<file path="config.mk">
export PLATFORM = sky130hd
export DESIGN_NAME = run_command_source_select
export DESIGN_NICKNAME = d
export VERILOG_FILES = /design/src/hw/cmd_src_pkg.sv /design/src/hw/run_command_source_select.sv /design/src/hw/sync_two_flop.sv
export SDC_FILE = /design/constraint.sdc
export NUM_CORES = 1
export LEC_CHECK = 0
export ABC_AREA = 1
export CORE_AREA = 2 2 132 134
export CTS_CLUSTER_SIZE = 24
export DETAILED_ROUTE_END_ITERATION = 7
export DIE_AREA = 0 0 134 136
export DONT_BUFFER_PORTS = 1
export MAX_ROUTING_LAYER = met4
export PLACE_DENSITY = 0.87
export SLEW_MARGIN = 40
export SYNTH_ARGS = -nofsm -noshare
export SYNTH_HDL_FRONTEND = slang
export SYNTH_SLANG_ARGS = --single-unit
</file>
<file path="constraint.sdc">
create_clock -name mclk -period 2.4 [get_ports mclk]
set_input_delay 0.36 -clock mclk [delete_from_list [all_inputs] [get_ports mclk]]
set_output_delay 0.36 -clock mclk [all_outputs]
set_load 0.01 [all_outputs]
</file>
<file path="src/hw/cmd_src_pkg.sv">
// Constants, register map and carrier types for the command source selector.
// Assumes a 200 MHz mclk and a plain one-cycle register port.
package cmd_src_pkg;

    // ************************************************************
    // Clock and timing
    // ************************************************************
    localparam int CLK_PERIOD_NS   = 5;
    localparam int DELAY_TICK_NS   = 10_000_000;  // One run-on delay step, 0.01 s
    localparam int DELAY_TICK_CYC  = DELAY_TICK_NS / CLK_PERIOD_NS;
    localparam int PRESCALE_W      = 21;
    localparam int TICKS_W         = 14;

    // ************************************************************
    // Register map, byte addresses
    // ************************************************************
    localparam logic [7:0] ADDR_SOURCE   = 8'h00;
    localparam logic [7:0] ADDR_DELAY    = 8'h04;
    localparam logic [7:0] ADDR_STATION  = 8'h08;
    localparam logic [7:0] ADDR_PROTOCOL = 8'h0C;
    localparam logic [7:0] ADDR_BAUD     = 8'h10;
    localparam logic [7:0] ADDR_FRAME    = 8'h14;
    localparam logic [7:0] ADDR_TERM0    = 8'h18;
    localparam logic [7:0] ADDR_STATUS   = 8'h44;

    // ************************************************************
    // Field limits and reset values
    // ************************************************************
    localparam int          NUM_TERMS     = 11;
    localparam logic [2:0]  SOURCE_MAX    = 3'h5;
    localparam logic [2:0]  SOURCE_RESET  = 3'h1;
    localparam logic [13:0] DELAY_MAX     = 14'h2710;  // 100.00 s
    localparam logic [13:0] DELAY_RESET   = 14'h0064;  // 1.00 s
    localparam logic [7:0]  STATION_MIN   = 8'h01;
    localparam logic [7:0]  STATION_MAX   = 8'hFA;
    localparam logic [7:0]  STATION_RESET = 8'h01;
    localparam logic [1:0]  PROTO_MAX     = 2'h2;
    localparam logic [1:0]  PROTO_RESET   = 2'h0;      // Modbus RTU
    localparam logic [2:0]  BAUD_MAX      = 3'h5;      // 38400 bps
    localparam logic [2:0]  BAUD_RESET    = 3'h3;      // 9600 bps
    localparam logic [1:0]  FRAME_MAX     = 2'h3;
    localparam logic [1:0]  FRAME_RESET   = 2'h0;      // 8 data, no parity, 1 stop
    localparam logic [5:0]  FUNC_MAX      = 6'h33;
    localparam logic [5:0]  FUNC_FWD      = 6'h01;
    localparam logic [5:0]  FUNC_REV      = 6'h02;
    localparam logic [5:0]  FUNC_NONE     = 6'h00;

    // ************************************************************
    // Command source encodings
    // ************************************************************
    localparam logic [2:0] SRC_KEYPAD   = 3'h0;
    localparam logic [2:0] SRC_TWO_WIRE = 3'h1;
    localparam logic [2:0] SRC_RUN_DIR  = 3'h2;
    localparam logic [2:0] SRC_SERIAL   = 3'h3;
    localparam logic [2:0] SRC_FIELDBUS = 3'h4;
    localparam logic [2:0] SRC_PLC      = 3'h5;

    // ************************************************************
    // Carriers
    // ************************************************************
    typedef struct packed {
        logic [7:0]  addr;
        logic [31:0] wdata;
        logic        wr;
        logic        rd;
    } reg_req_t;

    typedef struct packed {
        logic       valid;
        logic [7:0] station;
        logic       run;
        logic       stop;
        logic       reverse;
    } serial_cmd_t;

    typedef struct packed {
        logic run;
        logic reverse;
    } drive_cmd_t;

    typedef struct packed {
        logic [7:0] station_id;
        logic [1:0] protocol;
        logic [2:0] baud;
        logic [1:0] frame;
    } serial_cfg_t;

endpackage

</file>
<file path="src/hw/run_command_source_select.sv">
// Command source selector and run/stop/direction interpreter.
// Assumes keypad keys and terminals are raw pins; serial, fieldbus and PLC
// commands come from logic on mclk.
//
// Implementation choices: the plain strobed port and the address map.
`timescale 1ns/100ps

//
// Contract
// - Source selector takes 0..5: keypad, two terminal schemes, serial, fieldbus, PLC.
// - Source 0 takes run and stop only from the keypad.
// - Keypad forward key runs forward, reverse key runs reverse, stop key stops.
// - Eleven terminals each carry function 0..51; 1 is forward, 2 is reverse.
// - Source 1 runs forward on forward alone, reverse on reverse alone.
// - Source 1 treats both active or both inactive as stop.
// - Source 2: forward terminal is run/stop, reverse terminal picks direction.
// - Terminal run starts after run-on delay, 0.00..100.00 s, default 1.00 s.
// - Source 3 takes run commands from the upper controller over serial.
// - Station identifier 1..250, default 1; only matching traffic is obeyed.
// - Serial defaults Modbus RTU, 9600 bps, 8N1; baud 1200..38400.
module run_command_source_select #(
    parameter int DELAY_TICK_CYCLES = cmd_src_pkg::DELAY_TICK_CYC
) (
    input  wire logic                     mclk,
    input  wire logic                     rst_b,
    input  wire cmd_src_pkg::reg_req_t    reg_req,
    output logic [31:0]                   reg_rdata,
    input  wire logic                     key_fwd,
    input  wire logic                     key_rev,
    input  wire logic                     key_stop,
    input  wire logic [10:0]              multi_function_input,
    input  wire cmd_src_pkg::serial_cmd_t serial_cmd,
    input  wire cmd_src_pkg::drive_cmd_t  fieldbus_cmd,
    input  wire cmd_src_pkg::drive_cmd_t  plc_cmd,
    output cmd_src_pkg::drive_cmd_t       drive_cmd,
    output cmd_src_pkg::serial_cfg_t      serial_cfg
);
    import cmd_src_pkg::*;

    localparam logic [PRESCALE_W-1:0] TICK_LAST = PRESCALE_W'(DELAY_TICK_CYCLES - 1);

    typedef struct packed {
        logic [2:0]                command_source_select;
        logic [13:0]               run_on_delay;
        logic [7:0]                serial_station_id;
        logic [1:0]                serial_protocol_select;
        logic [2:0]                serial_baud_select;
        logic [1:0]                serial_frame_format;
        logic [NUM_TERMS-1:0][5:0] terminal_function_define;
        logic [31:0]               rdata;
        logic [2:0]                keys_prev;
        logic                      key_run;
        logic                      key_reverse;
        logic                      ser_run;
        logic                      ser_reverse;
        logic [PRESCALE_W-1:0]     prescale;
        logic [TICKS_W-1:0]        ticks;
        logic                      term_go;
        logic                      run;
        logic                      reverse;
    } state_t;

    state_t state;
    state_t next_state;

    logic [2:0]           keys_sync;
    logic [NUM_TERMS-1:0] term_sync;
    logic [2:0]           key_rise;
    logic                 fwd_term;
    logic                 rev_term;
    logic                 term_req;
    logic                 defs_ok;
    logic [3:0]           term_index;

    // ************************************************************
    // Pin synchronisers
    // ************************************************************
    sync_two_flop #(.W(3)) key_sync (
        .mclk     (mclk),
        .rst_b    (rst_b),
        .async_in ({key_stop, key_rev, key_fwd}),
        .sync_out (keys_sync)
    );

    sync_two_flop #(.W(NUM_TERMS)) term_sync_inst (
        .mclk     (mclk),
        .rst_b    (rst_b),
        .async_in (multi_function_input),
        .sync_out (term_sync)
    );

    assign key_rise   = keys_sync & ~state.keys_prev;
    assign term_index = reg_req.addr[5:2] - ADDR_TERM0[5:2];

    // ************************************************************
    // Terminal decode
    // ************************************************************
    always_comb begin
        fwd_term = 1'b0;
        rev_term = 1'b0;
        defs_ok  = 1'b1;
        for (int i = 0; i < NUM_TERMS; i++) begin
            fwd_term = fwd_term | (term_sync[i] && state.terminal_function_define[i] == FUNC_FWD);
            rev_term = rev_term | (term_sync[i] && state.terminal_function_define[i] == FUNC_REV);
            defs_ok  = defs_ok & (state.terminal_function_define[i] <= FUNC_MAX);
        end
        unique case (state.command_source_select)
            SRC_TWO_WIRE: term_req = fwd_term ^ rev_term;
            SRC_RUN_DIR:  term_req = fwd_term;
            default:      term_req = 1'b0;
        endcase
    end

    // ************************************************************
    // Next state
    // ************************************************************
    always_comb begin
        next_state           = state;
        next_state.keys_prev = keys_sync;
        next_state.rdata     = 32'h0000_0000;

        // Out-of-range writes are dropped so the live setting stays legal
        if (reg_req.wr) begin
            if (reg_req.addr == ADDR_SOURCE && reg_req.wdata[31:0] <= 32'(SOURCE_MAX)) begin
                next_state.command_source_select = reg_req.wdata[2:0];
            end
            if (reg_req.addr == ADDR_DELAY && reg_req.wdata <= 32'(DELAY_MAX)) begin
                next_state.run_on_delay = reg_req.wdata[13:0];
            end
            if (reg_req.addr == ADDR_STATION && reg_req.wdata >= 32'(STATION_MIN)
                && reg_req.wdata <= 32'(STATION_MAX)) begin
                next_state.serial_station_id = reg_req.wdata[7:0];
            end
            if (reg_req.addr == ADDR_PROTOCOL && reg_req.wdata <= 32'(PROTO_MAX)) begin
                next_state.serial_protocol_select = reg_req.wdata[1:0];
            end
            if (reg_req.addr == ADDR_BAUD && reg_req.wdata <= 32'(BAUD_MAX)) begin
                next_state.serial_baud_select = reg_req.wdata[2:0];
            end
            if (reg_req.addr == ADDR_FRAME && reg_req.wdata <= 32'(FRAME_MAX)) begin
                next_state.serial_frame_format = reg_req.wdata[1:0];
            end
            if (reg_req.addr >= ADDR_TERM0 && reg_req.addr < ADDR_STATUS
                && reg_req.addr[1:0] == 2'h0 && reg_req.wdata <= 32'(FUNC_MAX)) begin
                next_state.terminal_function_define[term_index] = reg_req.wdata[5:0];
            end
        end

        if (reg_req.rd) begin
            if (reg_req.addr >= ADDR_TERM0 && reg_req.addr < ADDR_STATUS
                && reg_req.addr[1:0] == 2'h0) begin
                next_state.rdata = {26'h0, state.terminal_function_define[term_index]};
            end else begin
                unique case (reg_req.addr)
                    ADDR_SOURCE:   next_state.rdata = {29'h0, state.command_source_select};
                    ADDR_DELAY:    next_state.rdata = {18'h0, state.run_on_delay};
                    ADDR_STATION:  next_state.rdata = {24'h0, state.serial_station_id};
                    ADDR_PROTOCOL: next_state.rdata = {30'h0, state.serial_protocol_select};
                    ADDR_BAUD:     next_state.rdata = {29'h0, state.serial_baud_select};
                    ADDR_FRAME:    next_state.rdata = {30'h0, state.serial_frame_format};
                    ADDR_STATUS:   next_state.rdata = {27'h0, state.term_go, fwd_term,
                                                       rev_term, state.run, state.reverse};
                    default:       next_state.rdata = 32'h0000_0000;
                endcase
            end
        end

        // keypad latch lives only in keypad mode
        if (state.command_source_select != SRC_KEYPAD || key_rise[2]) begin
            next_state.key_run = 1'b0;
        end else if (key_rise[0]) begin
            next_state.key_run     = 1'b1;
            next_state.key_reverse = 1'b0;
        end else if (key_rise[1]) begin
            next_state.key_run     = 1'b1;
            next_state.key_reverse = 1'b1;
        end

        if (state.command_source_select != SRC_SERIAL) begin
            next_state.ser_run = 1'b0;
        end else if (serial_cmd.valid && serial_cmd.station == state.serial_station_id) begin
            if (serial_cmd.stop) begin
                next_state.ser_run = 1'b0;
            end else if (serial_cmd.run) begin
                next_state.ser_run     = 1'b1;
                next_state.ser_reverse = serial_cmd.reverse;
            end
        end

        // run-on delay counts 10 ms steps; dropping the request restarts it
        if (!term_req) begin
            next_state.term_go  = 1'b0;
            next_state.ticks    = '0;
            next_state.prescale = '0;
        end else if (!state.term_go) begin
            if (state.ticks >= state.run_on_delay) begin
                next_state.term_go = 1'b1;
            end else if (state.prescale == TICK_LAST) begin
                next_state.prescale = '0;
                next_state.ticks    = state.ticks + 14'h0001;
            end else begin
                next_state.prescale = state.prescale + 21'h00_0001;
            end
        end

        // one active source drives the output
        // run/dir mode direction from reverse terminal
        unique case (state.command_source_select)
            SRC_KEYPAD: begin
                next_state.run     = state.key_run;
                next_state.reverse = state.key_reverse;
            end
            SRC_TWO_WIRE, SRC_RUN_DIR: begin
                next_state.run     = state.term_go & term_req;
                next_state.reverse = rev_term;
            end
            SRC_SERIAL: begin
                next_state.run     = state.ser_run;
                next_state.reverse = state.ser_reverse;
            end
            SRC_FIELDBUS: begin
                next_state.run     = fieldbus_cmd.run;
                next_state.reverse = fieldbus_cmd.reverse;
            end
            SRC_PLC: begin
                next_state.run     = plc_cmd.run;
                next_state.reverse = plc_cmd.reverse;
            end
            default: begin
                next_state.run     = 1'b0;
                next_state.reverse = 1'b0;
            end
        endcase
    end

    always_ff @(posedge mclk or negedge rst_b) begin
        if (!rst_b) begin
            state                          <= '0;
            state.command_source_select    <= SOURCE_RESET;
            state.run_on_delay             <= DELAY_RESET;
            state.serial_station_id        <= STATION_RESET;
            state.serial_protocol_select   <= PROTO_RESET;
            state.serial_baud_select       <= BAUD_RESET;
            state.serial_frame_format      <= FRAME_RESET;
            state.terminal_function_define <= {{(NUM_TERMS-2){FUNC_NONE}}, FUNC_REV, FUNC_FWD};
        end else begin
            state <= next_state;
        end
    end

    assign reg_rdata             = state.rdata;
    assign drive_cmd.run         = state.run;
    assign drive_cmd.reverse     = state.reverse;
    assign serial_cfg.station_id = state.serial_station_id;
    assign serial_cfg.protocol   = state.serial_protocol_select;
    assign serial_cfg.baud       = state.serial_baud_select;
    assign serial_cfg.frame      = state.serial_frame_format;
endmodule

</file>
<file path="src/hw/sync_two_flop.sv">
// Two-flop synchroniser for a bundle of independent pin levels.
// Assumes each bit is a slow level; bits are not coherent with each other.
`timescale 1ns/100ps
module sync_two_flop #(
    parameter int W = 1
) (
    input  wire logic         mclk,
    input  wire logic         rst_b,
    input  wire logic [W-1:0] async_in,
    output logic      [W-1:0] sync_out
);

    typedef struct packed {
        logic [W-1:0] first;
        logic [W-1:0] second;
    } sync_state_t;

    sync_state_t state;
    sync_state_t next_state;

    always_comb begin
        next_state.first  = async_in;
        next_state.second = state.first;
    end

    always_ff @(posedge mclk or negedge rst_b) begin
        if (!rst_b) begin
            state <= '0;
        end else begin
            state <= next_state;
        end
    end

    assign sync_out = state.second;

endmodule

</file>
==> results of run 1 <==
-- cell usage after synthesis (all sizes together) --
cell type / count / share of area [%]
and2: 3 / 0.18
a31oi: 3 / 0.18
clkinv: 3 / 0.11
a22o: 1 / 0.085
o211a: 1 / 0.097
nand3b: 1 / 0.11
o211ai: 19 / 1.4
o221ai: 2 / 0.17
o2111ai: 2 / 0.17
clkbuf: 24 / 0.87
a211oi: 2 / 0.15
dfrtp: 176 / 43
a21boi: 1 / 0.073
inv: 147 / 5.3
a221oi: 2 / 0.17
o21ai: 156 / 7.8
nor2: 147 / 5.6
a21oi: 24 / 1.2
nand3: 87 / 4.7
conb: 1 / 0.036
o21a: 1 / 0.073
ha: 17 / 2.1
buf: 74 / 5.0
o22ai: 19 / 1.1
dfstp: 9 / 2.3
o31ai: 1 / 0.073
and3b: 1 / 0.085
xnor2: 7 / 0.59
nand2: 297 / 11
or2: 3 / 0.18
nand4: 35 / 2.1
nor3b: 4 / 0.29
xor2: 16 / 1.4
nor4: 13 / 0.99
nor3: 39 / 1.9
-- flip-flops by register name, indices dropped and copies added (netlist names) --
register / cells
state: 126
serial_cfg: 15
reg_rdata: 14
term_sync_inst.next_state: 11
term_sync_inst.sync_out: 11
key_sync.next_state: 3
key_sync.sync_out: 3
drive_cmd: 2
-- metal layers --
| metal | GRT usage [%] | wire [um] | vias up |
|---|---|---|---|
| met5 | - | 0 | - |
| met3 | 6.562 | 2252 | 82 |
| met2 | 48.83 | 13150 | 496 |
| met4 | 12.12 | 851 | 0 |
| li1 | - | - | 4289 |
| met1 | 39.28 | 10880 | 4362 |
-- worst reg2reg max path: cells and delay by family (launching register included) --
kind / cells / cell delay, ps
compound gates: 3 / 380
fa+ha+maj: 1 / 290
buf+inv: 3 / 400
flops: 1 / 520
simple gates: 5 / 570
-- final cells by class --
| class | instances | area (um2) |
|---|---|---|
| inverters | 150 | 563.0 |
| fillers | 1371 | 5851 |
| multi-input cells | 922 | 4611 |
| clock inverters | 14 | 165.2 |
| clock buffers | 18 | 439.2 |
| flip-flops and latches | 185 | 4641 |
| well taps | 225 | 281.5 |
| repair buffers | 37 | 325.3 |
-- path summary, 6_finish.rpt --
| check | cells past startpoint | endpoint | slack, ps | start |
|---|---|---|---|---|
| min in group mclk | 2 | state[163] | 30 | reg_req[7] |
| worst min-delay path | 0 | state[29] | -390 | rst_b |
| worst min register to register | 0 | key_sync.sync_out[1] | 350 | key_sync.next_state[1] |
| max in group asynchronous | 0 | state[164] | 2390 | rst_b |
| worst max register to register | 12 | state[23] | 120 | state[163] |
| worst max-delay path | 12 | state[23] | 120 | state[163] |
-- power breakdown --
part           leakage, nW  internal (W)  switching, W
combinational         2.48     0.0000865      0.000197
clock                0.292       0.00159       0.00130
sequential            2.41       0.00315     0.0000177
total                 5.19       0.00483       0.00151
-- metrics by stage --
step	total power (W)	std cells	worst slack, ps	setup TNS (ps)
finish	0.006344	1551	117.9	0
global route	0.006502	1551	-57.62	-57.62
CTS	0.006355	1550	54.32	0
detailed placement	0.003483	1504	40.84	0
global placement	0.003478	1504	209.2	0
floorplan	0.003434	1355	355.2	0
-- logic make-up after synthesis --
| logic type | share of synthesized area [%] |
|---|---|
| other | 0.03626 |
| DFF | 44.87 |
| and+or+nand+nor | 27.09 |
| adders and majority gates | 2.057 |
| buffers and inverters | 11.28 |
| AOI/OAI and AO/OA | 12.73 |
| xor gates and xnor gates | 1.948 |
-- repair_timing --
| action | 4_1_cts | 5_1_grt |
|---|---|---|
| endpoints found under the hold margin | 199 | 185 |
| endpoints found under the setup margin | 0 | 36 |
| gates resized for setup | 0 | 7 |
| setup buffers | 0 | 1 |
==> metrics.cfg, run 1 <==
[route]
drt-pass1-iter-count = 6
drcViolationCount = 0
drtIter0Drc = 1104
vias_per_cell = 5.950
vias = 9229
wl_um = 27130
wl_per_cell_um = 17.49
ant_nets = 0

[logic_synthesis]
ys_types = 50
synth_cells = 1338
ys_warn_count = 0
synth_seq_area_share_pct = 44.87
syn-cell-area_mm2 = 0.01034
syn_avg_cell_area_um2 = 7.730
ys_seq_elements = 185

[cts]
h-tree-depth = 4
cts_tree = built
numCtsBuffers = 17
root_buffer = clkbuf_16
cts.clk_slew.worst_paths_ps = 70
cts_buffer_depth = 2
worstSkewPairLatency_ps = 440
cts-hold-fix-buffers = 14
clock_sinks = 185

[setup_path]
critPathMaxStageDelay_ps = 520
critPathSlowestCell = dfstp_2
cp-start-kind = register
worstSetupPathType = register to register
worst-path-max-fanout = 35
crit_buf_inv = 3
crit_chain = inv_1, ha_1, nand2_1, nor2_1, o21ai_0, o211ai_1, nand3_1, nand4_1, clkinv_1, buf_12, a21oi_2, nor2_1
path_delay_family = simple AND/OR/NAND/NOR gates
cp.arrival_ps = 2600
crit_top_cell = nor2_1
cp.required_ps = 2720
cp-end-kind = register

[die]
die_h_um = 136
die_x_um = 134
initial_core_util_pct = 61.28
fp-row-count = 48
dieArea_mm2 = 0.01822
core_mm2 = 0.01688
io-pin-count = 123

[global_routing]
antenna_found_initial = 0
grt.overflow.total = 0
grt_pass1_vias = 8530
grt_max_degree = 186
grt_usage_pct = 30.90
grt_first_pass_wirelength_um = 42970

[timing]
slew_violations = 0
setup_viol = 0
slew_headroom_pct = 65.17
hold_violations = 185
holdWs_ps = -385.5
fmax_mhz = 438.2
period_share_pct = 95.09
post-route-min-period_ps = 2282
tightest_slew_ps = 517.6
fin_skew_ps = 8.293

[cells_and_area]
syn_to_final_growth_pct = 6.606
final_common_cell = nand2_1
n_antenna_cell = 0
final_util_pct = 65.33
nets = 1404
final_layout_size_suffix_gt1_share_pct = 7.617
fin_area_mm2 = 0.01103
final_cell_mix = 292 x nand2_1, 176 x dfrtp_1, 145 x inv_1

[run_status]
status = finished with violations
violations = negative hold slack

[job]
max-cap-violations = 0

[pwr]
p_per_area_mw_per_mm2 = 575.4
vdd_drop_max_uv = 535.1
p_leak_nw = 5.186

[placed_design]
place_hpwl_um = 18840
gp_congestion = 0.9612
placed_area_mm2 = 0.01025
portBuffers = 0

[hold_path]
hp-class = input pin to async pin

(Power assumes the default switching activity.)
==> run 2, diff against run 1 <==
--- a/config.mk
+++ b/config.mk
@@ -12,7 +12,7 @@
 export DIE_AREA = 0 0 134 136
 export DONT_BUFFER_PORTS = 1
 export MAX_ROUTING_LAYER = met4
-export PLACE_DENSITY = 0.87
+export PLACE_DENSITY_LB_ADDON = 0.15
 export SLEW_MARGIN = 40
 export SYNTH_ARGS = -nofsm -noshare
 export SYNTH_HDL_FRONTEND = slang
==> run 2 against run 1 <==
Compared with the run above: the flow still finishes with violations (negative hold slack); register-to-register slack improved by 70 ps; combinational power rose by 2%; sequential power barely moved; cell count rose by 0.26%; sequential share of layout area rose by 0.13 points; clock skew rose by 3.2 ps; routed wire length rose by 0.46%; global-route usage rose by 0.35 points; count of clock-buffer cells in the layout fell by 1; critical endpoint unchanged; largest cell class unchanged.
==> metrics.cfg, run 2 (same netlist as run 1, synthesis figures left out) <==
[run_status]
status = finished with violations
violations = negative hold slack

[route]
wl_um = 27260  ; +0.46%
vias = 8939  ; -3.1%
wl_per_cell_um = 17.53  ; +0.21%
vias_per_cell = 5.749  ; -3.4%
drt-pass1-iter-count = 8  ; +2
drtIter0Drc = 1052  ; -4.7%
ant_nets = 0  ; unchanged
drcViolationCount = 0  ; unchanged

[pwr]
p_sw_w = 0.001584  ; +4.6%
switching_share_pct = 25.60  ; +1.7 points
p_clk_share_pct = 44.1  ; -1.4 points
p_leak_nw = 5.153  ; -0.64%
combPwrFrac_pct = 4.7  ; +0.2 points
vdd_drop_max_uv = 489.0  ; -8.6%
pwr-share-seq_pct = 51.2  ; +1.2 points
p_per_area_mw_per_mm2 = 563.1  ; -2.1%
power.internal_w = 0.004605  ; -4.7%

[timing]
fin_skew_ps = 11.45  ; +3.161 ps
period_share_pct = 91.99  ; -3.1 points
post-route-min-period_ps = 2208  ; -74.45 ps
slew_headroom_pct = 55.26  ; -9.9 points
setup_viol = 0  ; unchanged
tightest_slew_ps = 664.9  ; +147.3 ps
hold_violations = 185  ; unchanged
rsz0062_at_grt = no
slew_violations = 0  ; unchanged
fmax_mhz = 453.0  ; +3.4%
holdWs_ps = -393.6  ; -8.196 ps
fin_tns_setup_ps = 0  ; unchanged

[cells_and_area]
fin_cells = 1555  ; +0.26%
top_register = state
n_antenna_cell = 0  ; unchanged
fin_area_mm2 = 0.01099  ; -0.32%
final_common_cell = nand2_1
final_layout_size_suffix_gt1_share_pct = 7.820  ; +0.20 points
fillers = 1461  ; +6.6%
syn_to_final_growth_pct = 6.266
final_cell_mix = 292 x nand2_1, 176 x dfrtp_1, 145 x inv_1
nets = 1408  ; +0.28%
largest_reg_flops = 126  ; unchanged

[global_routing]
grt_usage_pct = 31.25  ; +0.35 points
grt_pass1_vias = 8191  ; -4.0%
antenna_found_initial = 0  ; unchanged
grt.overflow.total = 0  ; unchanged
grt_max_degree = 186  ; unchanged
grt_first_pass_wirelength_um = 43010  ; +0.11%

[die]
die_h_um = 136  ; unchanged
initial_core_util_pct = 61.28  ; unchanged
core_mm2 = 0.01688  ; unchanged
dieArea_mm2 = 0.01822  ; unchanged
fp-row-count = 48  ; unchanged
die_x_um = 134  ; unchanged
io-pin-count = 123  ; unchanged

[cts]
h-tree-depth = 4  ; unchanged
root_buffer = clkbuf_16
clock_sinks = 185  ; unchanged
cts-hold-fix-buffers = 14  ; unchanged
cts_tree = built
numCtsBuffers = 17  ; unchanged
cts.clk_slew.worst_paths_ps = 70  ; about the same
cts_buffer_depth = 2  ; unchanged
worstSkewPairLatency_ps = 440  ; about the same

[setup_path]
cp.required_ps = 2730  ; about the same
cp-start-kind = register
r2r_setup_slack_ps = 190  ; +70 ps
worst-path-max-fanout = 35  ; unchanged
cp.arrival_ps = 2540  ; -60 ps
cp-end-kind = register
worstSetupPathType = register to register
r2r_start = state[163]
rr_worst_depth = 10  ; -2
r2r-end = state[23]

[placed_design]
gp_congestion = 0.9864  ; +2.6%
placed_area_mm2 = 0.01029  ; +0.37%
dp_cells = 1509  ; +0.33%
portBuffers = 0  ; unchanged
place_hpwl_um = 19020  ; +0.92%

[hold_path]
hp-class = input pin to async pin

[job]
max-cap-violations = 0  ; unchanged

run 2: changes by cell type in the layout (fill, tap and decap cells not counted), sizes merged:
cell      before  now
buf           23   27
clkinv         9    5
inv          151  155
clkinvlp       2    5
bufinv         2    0
clkbuf        18   17
run 2: power groups by stage:
stage                     combinational [W]  clock, W  sequential [W]
final                              0.000290   0.00273         0.00317
after detailed placement           0.000260         0         0.00323
after CTS                          0.000281   0.00274         0.00317
after floorplan                    0.000211         0         0.00322
after global placement             0.000260         0         0.00323
after global routing               0.000310   0.00288         0.00317
run 2: worst max-delay path, stage by stage (launching register included):
cell and delay [ps]:
dfstp_2 520, inv_1 60, ha_1 290, nand2_1 80, nor4_1 280, nand2_1 80
nand4_1 230, clkinv_1 120, buf_6 210, a21oi_1 160, nor2_1 60
run 2: layout make-up:
type	instances	area, um2	share of cell area [%]
inverters	150	563.0	5.123
well taps	225	281.5	2.561
multi-input cells	922	4602	41.87
repair buffers	41	346.6	3.153
clock buffers	17	425.4	3.871
flip-flops and latches	185	4641	42.22
clock inverters	15	131.4	1.195
run 2: worst max-delay path by stage:
stage                end  cells past startpoint  startpoint  slack, ps
2_1_floorplan  state[26]                     10  state[163]        360
3_3_place_gp   state[21]                     10  state[163]        230
3_5_place_dp   state[25]                      8  state[163]        190
4_1_cts        state[31]                      8  state[163]        170
5_1_grt        state[31]                      9   state[17]         30
6_report       state[23]                     10  state[163]        190
run 2: per-layer routing:
layer | vias to the layer above | part of all wire, % | track usage [%]
li1 | 4301 | - | -
met1 | 4277 | 43 | 42.18
met2 | 311 | 48 | 48.21
met3 | 50 | 6.4 | 6.488
met4 | 0 | 2.2 | 8.983
met5 | - | 0 | -
run 2: per-stage QoR:
| step | total power (W) | setup slack (ps) | util, % |
|---|---|---|---|
| finish | 0.006189 | 192.4 | 65.12 |
| global route | 0.006368 | 26.91 | 65.12 |
| CTS | 0.006192 | 167.6 | 65.09 |
| detailed placement | 0.003492 | 185.8 | 60.96 |
| global placement | 0.003490 | 230.5 | 60.96 |
| floorplan | 0.003434 | 355.2 | - |
run 2: repair_timing:
item,4_1_cts,5_1_grt
setup buffers,0,0
hold endpoints to repair,199,185
gates resized for setup,0,2
endpoints found under the setup margin,0,14
==> run 3, diff against run 2 <==
--- a/config.mk
+++ b/config.mk
@@ -5,11 +5,10 @@
 export SDC_FILE = /design/constraint.sdc
 export NUM_CORES = 1
 export LEC_CHECK = 0
-export ABC_AREA = 1
-export CORE_AREA = 2 2 132 134
+export CORE_AREA = 2 2 126 128
 export CTS_CLUSTER_SIZE = 24
 export DETAILED_ROUTE_END_ITERATION = 7
-export DIE_AREA = 0 0 134 136
+export DIE_AREA = 0 0 128 130
 export DONT_BUFFER_PORTS = 1
 export MAX_ROUTING_LAYER = met4
 export PLACE_DENSITY_LB_ADDON = 0.15
==> run 3 against run 2 <==
Compared with the run above: critical endpoint is now state[32]; first-iteration DRC count shrank 52%; the run ends with negative hold slack, negative setup slack left; utilization rose by 8.5 points; setup slack got worse by 540 ps; combinational power down 49%; critical path depth down 1.
==> metrics.cfg, run 3 <==
[cts]
clock_sinks = 185  ; unchanged
cts.clk_slew.worst_paths_ps = 70  ; about the same
h-tree-depth = 4  ; unchanged
cts_tree = built
numCtsBuffers = 17  ; unchanged
worstSkewPairLatency_ps = 430  ; about the same
cts_buffer_depth = 2  ; unchanged
root_buffer = clkbuf_16
cts-hold-fix-buffers = 14  ; unchanged

[logic_synthesis]
netlist.top_cell.by_area = dfrtp_1
ys_types = 66  ; +32%
synth_top_area_share_pct = 46.67  ; +4.1 points
syn_avg_cell_area_um2 = 11.09  ; +43%
syn-cell-area_mm2 = 0.009437  ; -8.8%
ys.flop_type = dfrtp_1
ys_warn_count = 0  ; unchanged
synth_edf_count = 0  ; unchanged
ys_seq_elements = 185  ; unchanged
yosysMostFrequentCell = dfrtp_1
synth_area_leaders = dfrtp_1 47%, mux2_2 12%, buf_4 4.0%, mux4_2 3.1%, dfstp_2 2.5%
synth_cells = 851  ; -36%
synth_seq_area_share_pct = 49.18  ; +4.3 points
async_flop_share_pct = 100.0  ; unchanged
synth_commonest_cells = 176 x dfrtp_1, 99 x mux2_2, 62 x nor2_1, 50 x buf_4, 44 x a21oi_1

[cells_and_area]
fillers = 1025  ; -30%
final_layout_size_suffix_gt1_share_pct = 35.85  ; +28 points
top_register = state
final_common_cell = dfrtp_1
fin_cells = 1160  ; -25%
nets = 1046  ; -26%
final_cell_mix = 176 x dfrtp_1, 133 x buf_4, 93 x mux2_2
n_antenna_cell = 0  ; unchanged
syn_to_final_growth_pct = 20.27
largest_reg_flops = 126  ; unchanged

[setup_path]
r2r_start = state[139]
cp.arrival_ps = 3100  ; +560 ps
crit_chain = or3_4, or4b_4, nand4_1, nor3_2, a311o_1, and3_4, buf_12, or4_1, a21oi_1
cp.required_ps = 2760  ; +30 ps
worstSetupPathType = register to register
crit_buf_inv = 1  ; -2
r2r_setup_slack_ps = -340  ; -540 ps
worst-path-max-fanout = 6  ; -83%
cp-start-kind = register
critPathSlowestCell = or4_1
rr_worst_depth = 9  ; -1
critPathMaxStageDelay_ps = 490  ; -30 ps
r2r-end = state[32]
path_delay_family = simple AND/OR/NAND/NOR gates
cp-end-kind = register

[pwr]
p_per_area_mw_per_mm2 = 540.4  ; -4.0%
p_leak_nw = 5.127  ; -0.50%
fin_total_pwr_w = 0.006133  ; -0.91%
vdd_drop_max_uv = 487.7  ; -0.26%

[placed_design]
dp_cells = 1100  ; -27%
portBuffers = 0  ; unchanged
place_ws_ps = -483.3  ; -669.1 ps
gp_congestion = 0.9234  ; -6.4%
place_hpwl_um = 16610  ; -13%

[route]
vias = 7119  ; -20%
wl_per_cell_um = 20.81  ; +19%
drtIter0Drc = 500  ; -52%
wl_um = 24130  ; -11%
drcViolationCount = 0  ; unchanged
ant_nets = 0  ; unchanged
drt-pass1-iter-count = 5  ; -3
vias_per_cell = 6.137  ; +6.8%

[timing]
slew_violations = 0  ; unchanged
setup_viol = 26  ; +26
fin_tns_setup_ps = -5045  ; -5045 ps
fmax_mhz = 364.4  ; -20%
period_share_pct = 114.3  ; +22 points
holdWs_ps = -375.3  ; +18.30 ps
post-route-min-period_ps = 2744  ; +536.4 ps
fin_skew_ps = 7.973  ; -3.481 ps
tightest_slew_ps = 730.5  ; +65.54 ps
slew_headroom_pct = 50.68  ; -4.6 points
worst_slack_ps = -344.1  ; -536.4 ps
rsz0062_at_grt = yes
hold_violations = 185  ; unchanged

[global_routing]
grt.overflow.total = 0  ; unchanged
grt_usage_pct = 30.05  ; -1.2 points
grt_max_degree = 186  ; unchanged
grt_first_pass_wirelength_um = 36960  ; -14%
antenna_found_initial = 0  ; unchanged
grt_pass1_vias = 7133  ; -13%

[hold_path]
hp-class = input pin to async pin

[die]
initial_core_util_pct = 61.18  ; -0.11 points
core_mm2 = 0.01542  ; -8.6%
die_x_um = 128  ; -4.5%
dieArea_mm2 = 0.01664  ; -8.7%
io-pin-count = 123  ; unchanged
fp-row-count = 46  ; -4.2%
die_h_um = 130  ; -4.4%

[run_status]
status = finished with violations
violations = negative hold slack, negative setup slack

[job]
max-cap-violations = 0  ; unchanged

run 3: cell count changes after synthesis, sizes merged, moves of 61 or more:
cell   previous run  this run
inv             147        22
nand2           297        40
nand3            87        26
mux2              0        99
nor2            147        62
o21ai           156        25
run 3: where the power goes:
part	switching (W)	total (W)	internal, W
combinational	0.0000758	0.000147	0.0000714
sequential	0.0000208	0.00317	0.00315
clock	0.00119	0.00281	0.00162
run 3: timing repair:
action,CTS,global route
buffers inserted,6,9
resized for setup,33,16
hold endpoints to repair,199,185
setup endpoints to repair,35,36
pin swaps,17,18
run 3: per-stage QoR:
step | cell area, um2 | utilization, %
2_1_floorplan | 9630 | -
3_3_place_gp | 10300 | 66.78
3_5_place_dp | 10300 | 66.78
4_1_cts | 11200 | 72.62
5_1_grt | 11350 | 73.58
6_report | 11350 | 73.58
run 3: per-layer routing:
layer  global-route usage, %  vias up  wire length [um]
li1                        -     3228                 -
met1                   34.49     3579              9277
met2                   51.59      242             12730
met3                   5.576       70              1241
met4                   13.96        0               890
met5                       -        -                 0
run 3: cell families (layout without fill, tap and decap cells):
kind of cell	Yosys count	count (layout)	synth area share, %
other	1	18	0.03974
DFF	185	185	49.18
and+or+nand+nor	283	283	16.55
xor gates and xnor gates	25	25	2.320
AOI/OAI and AO/OA	110	110	7.121
muxes	122	122	15.98
buffers and inverters	108	208	6.563
adders and majority gates	17	17	2.254
run 3: worst max-delay path by stage:
| stage | start | end | slack [ps] | depth (start not counted) |
|---|---|---|---|---|
| 2_1_floorplan | state[139] | state[22] | -210 | 9 |
| 3_3_place_gp | state[160] | state[36] | -360 | 10 |
| 3_5_place_dp | state[160] | state[22] | -480 | 10 |
| 4_1_cts | state[6] | state[24] | -300 | 10 |
| 5_1_grt | state[161] | state[32] | -440 | 11 |
| 6_report | state[139] | state[32] | -340 | 9 |
run 3: area by class of cell:
cell class / count / area, um2 / area share [%]
flip-flops and latches: 185 / 4641 / 40.89
clock inverters: 9 / 116.4 / 1.025
well taps: 192 / 240.2 / 2.117
inverters: 22 / 82.58 / 0.7276
clock buffers: 23 / 478.0 / 4.211
multi-input cells: 575 / 4544 / 40.04
repair buffers: 154 / 1247 / 10.99
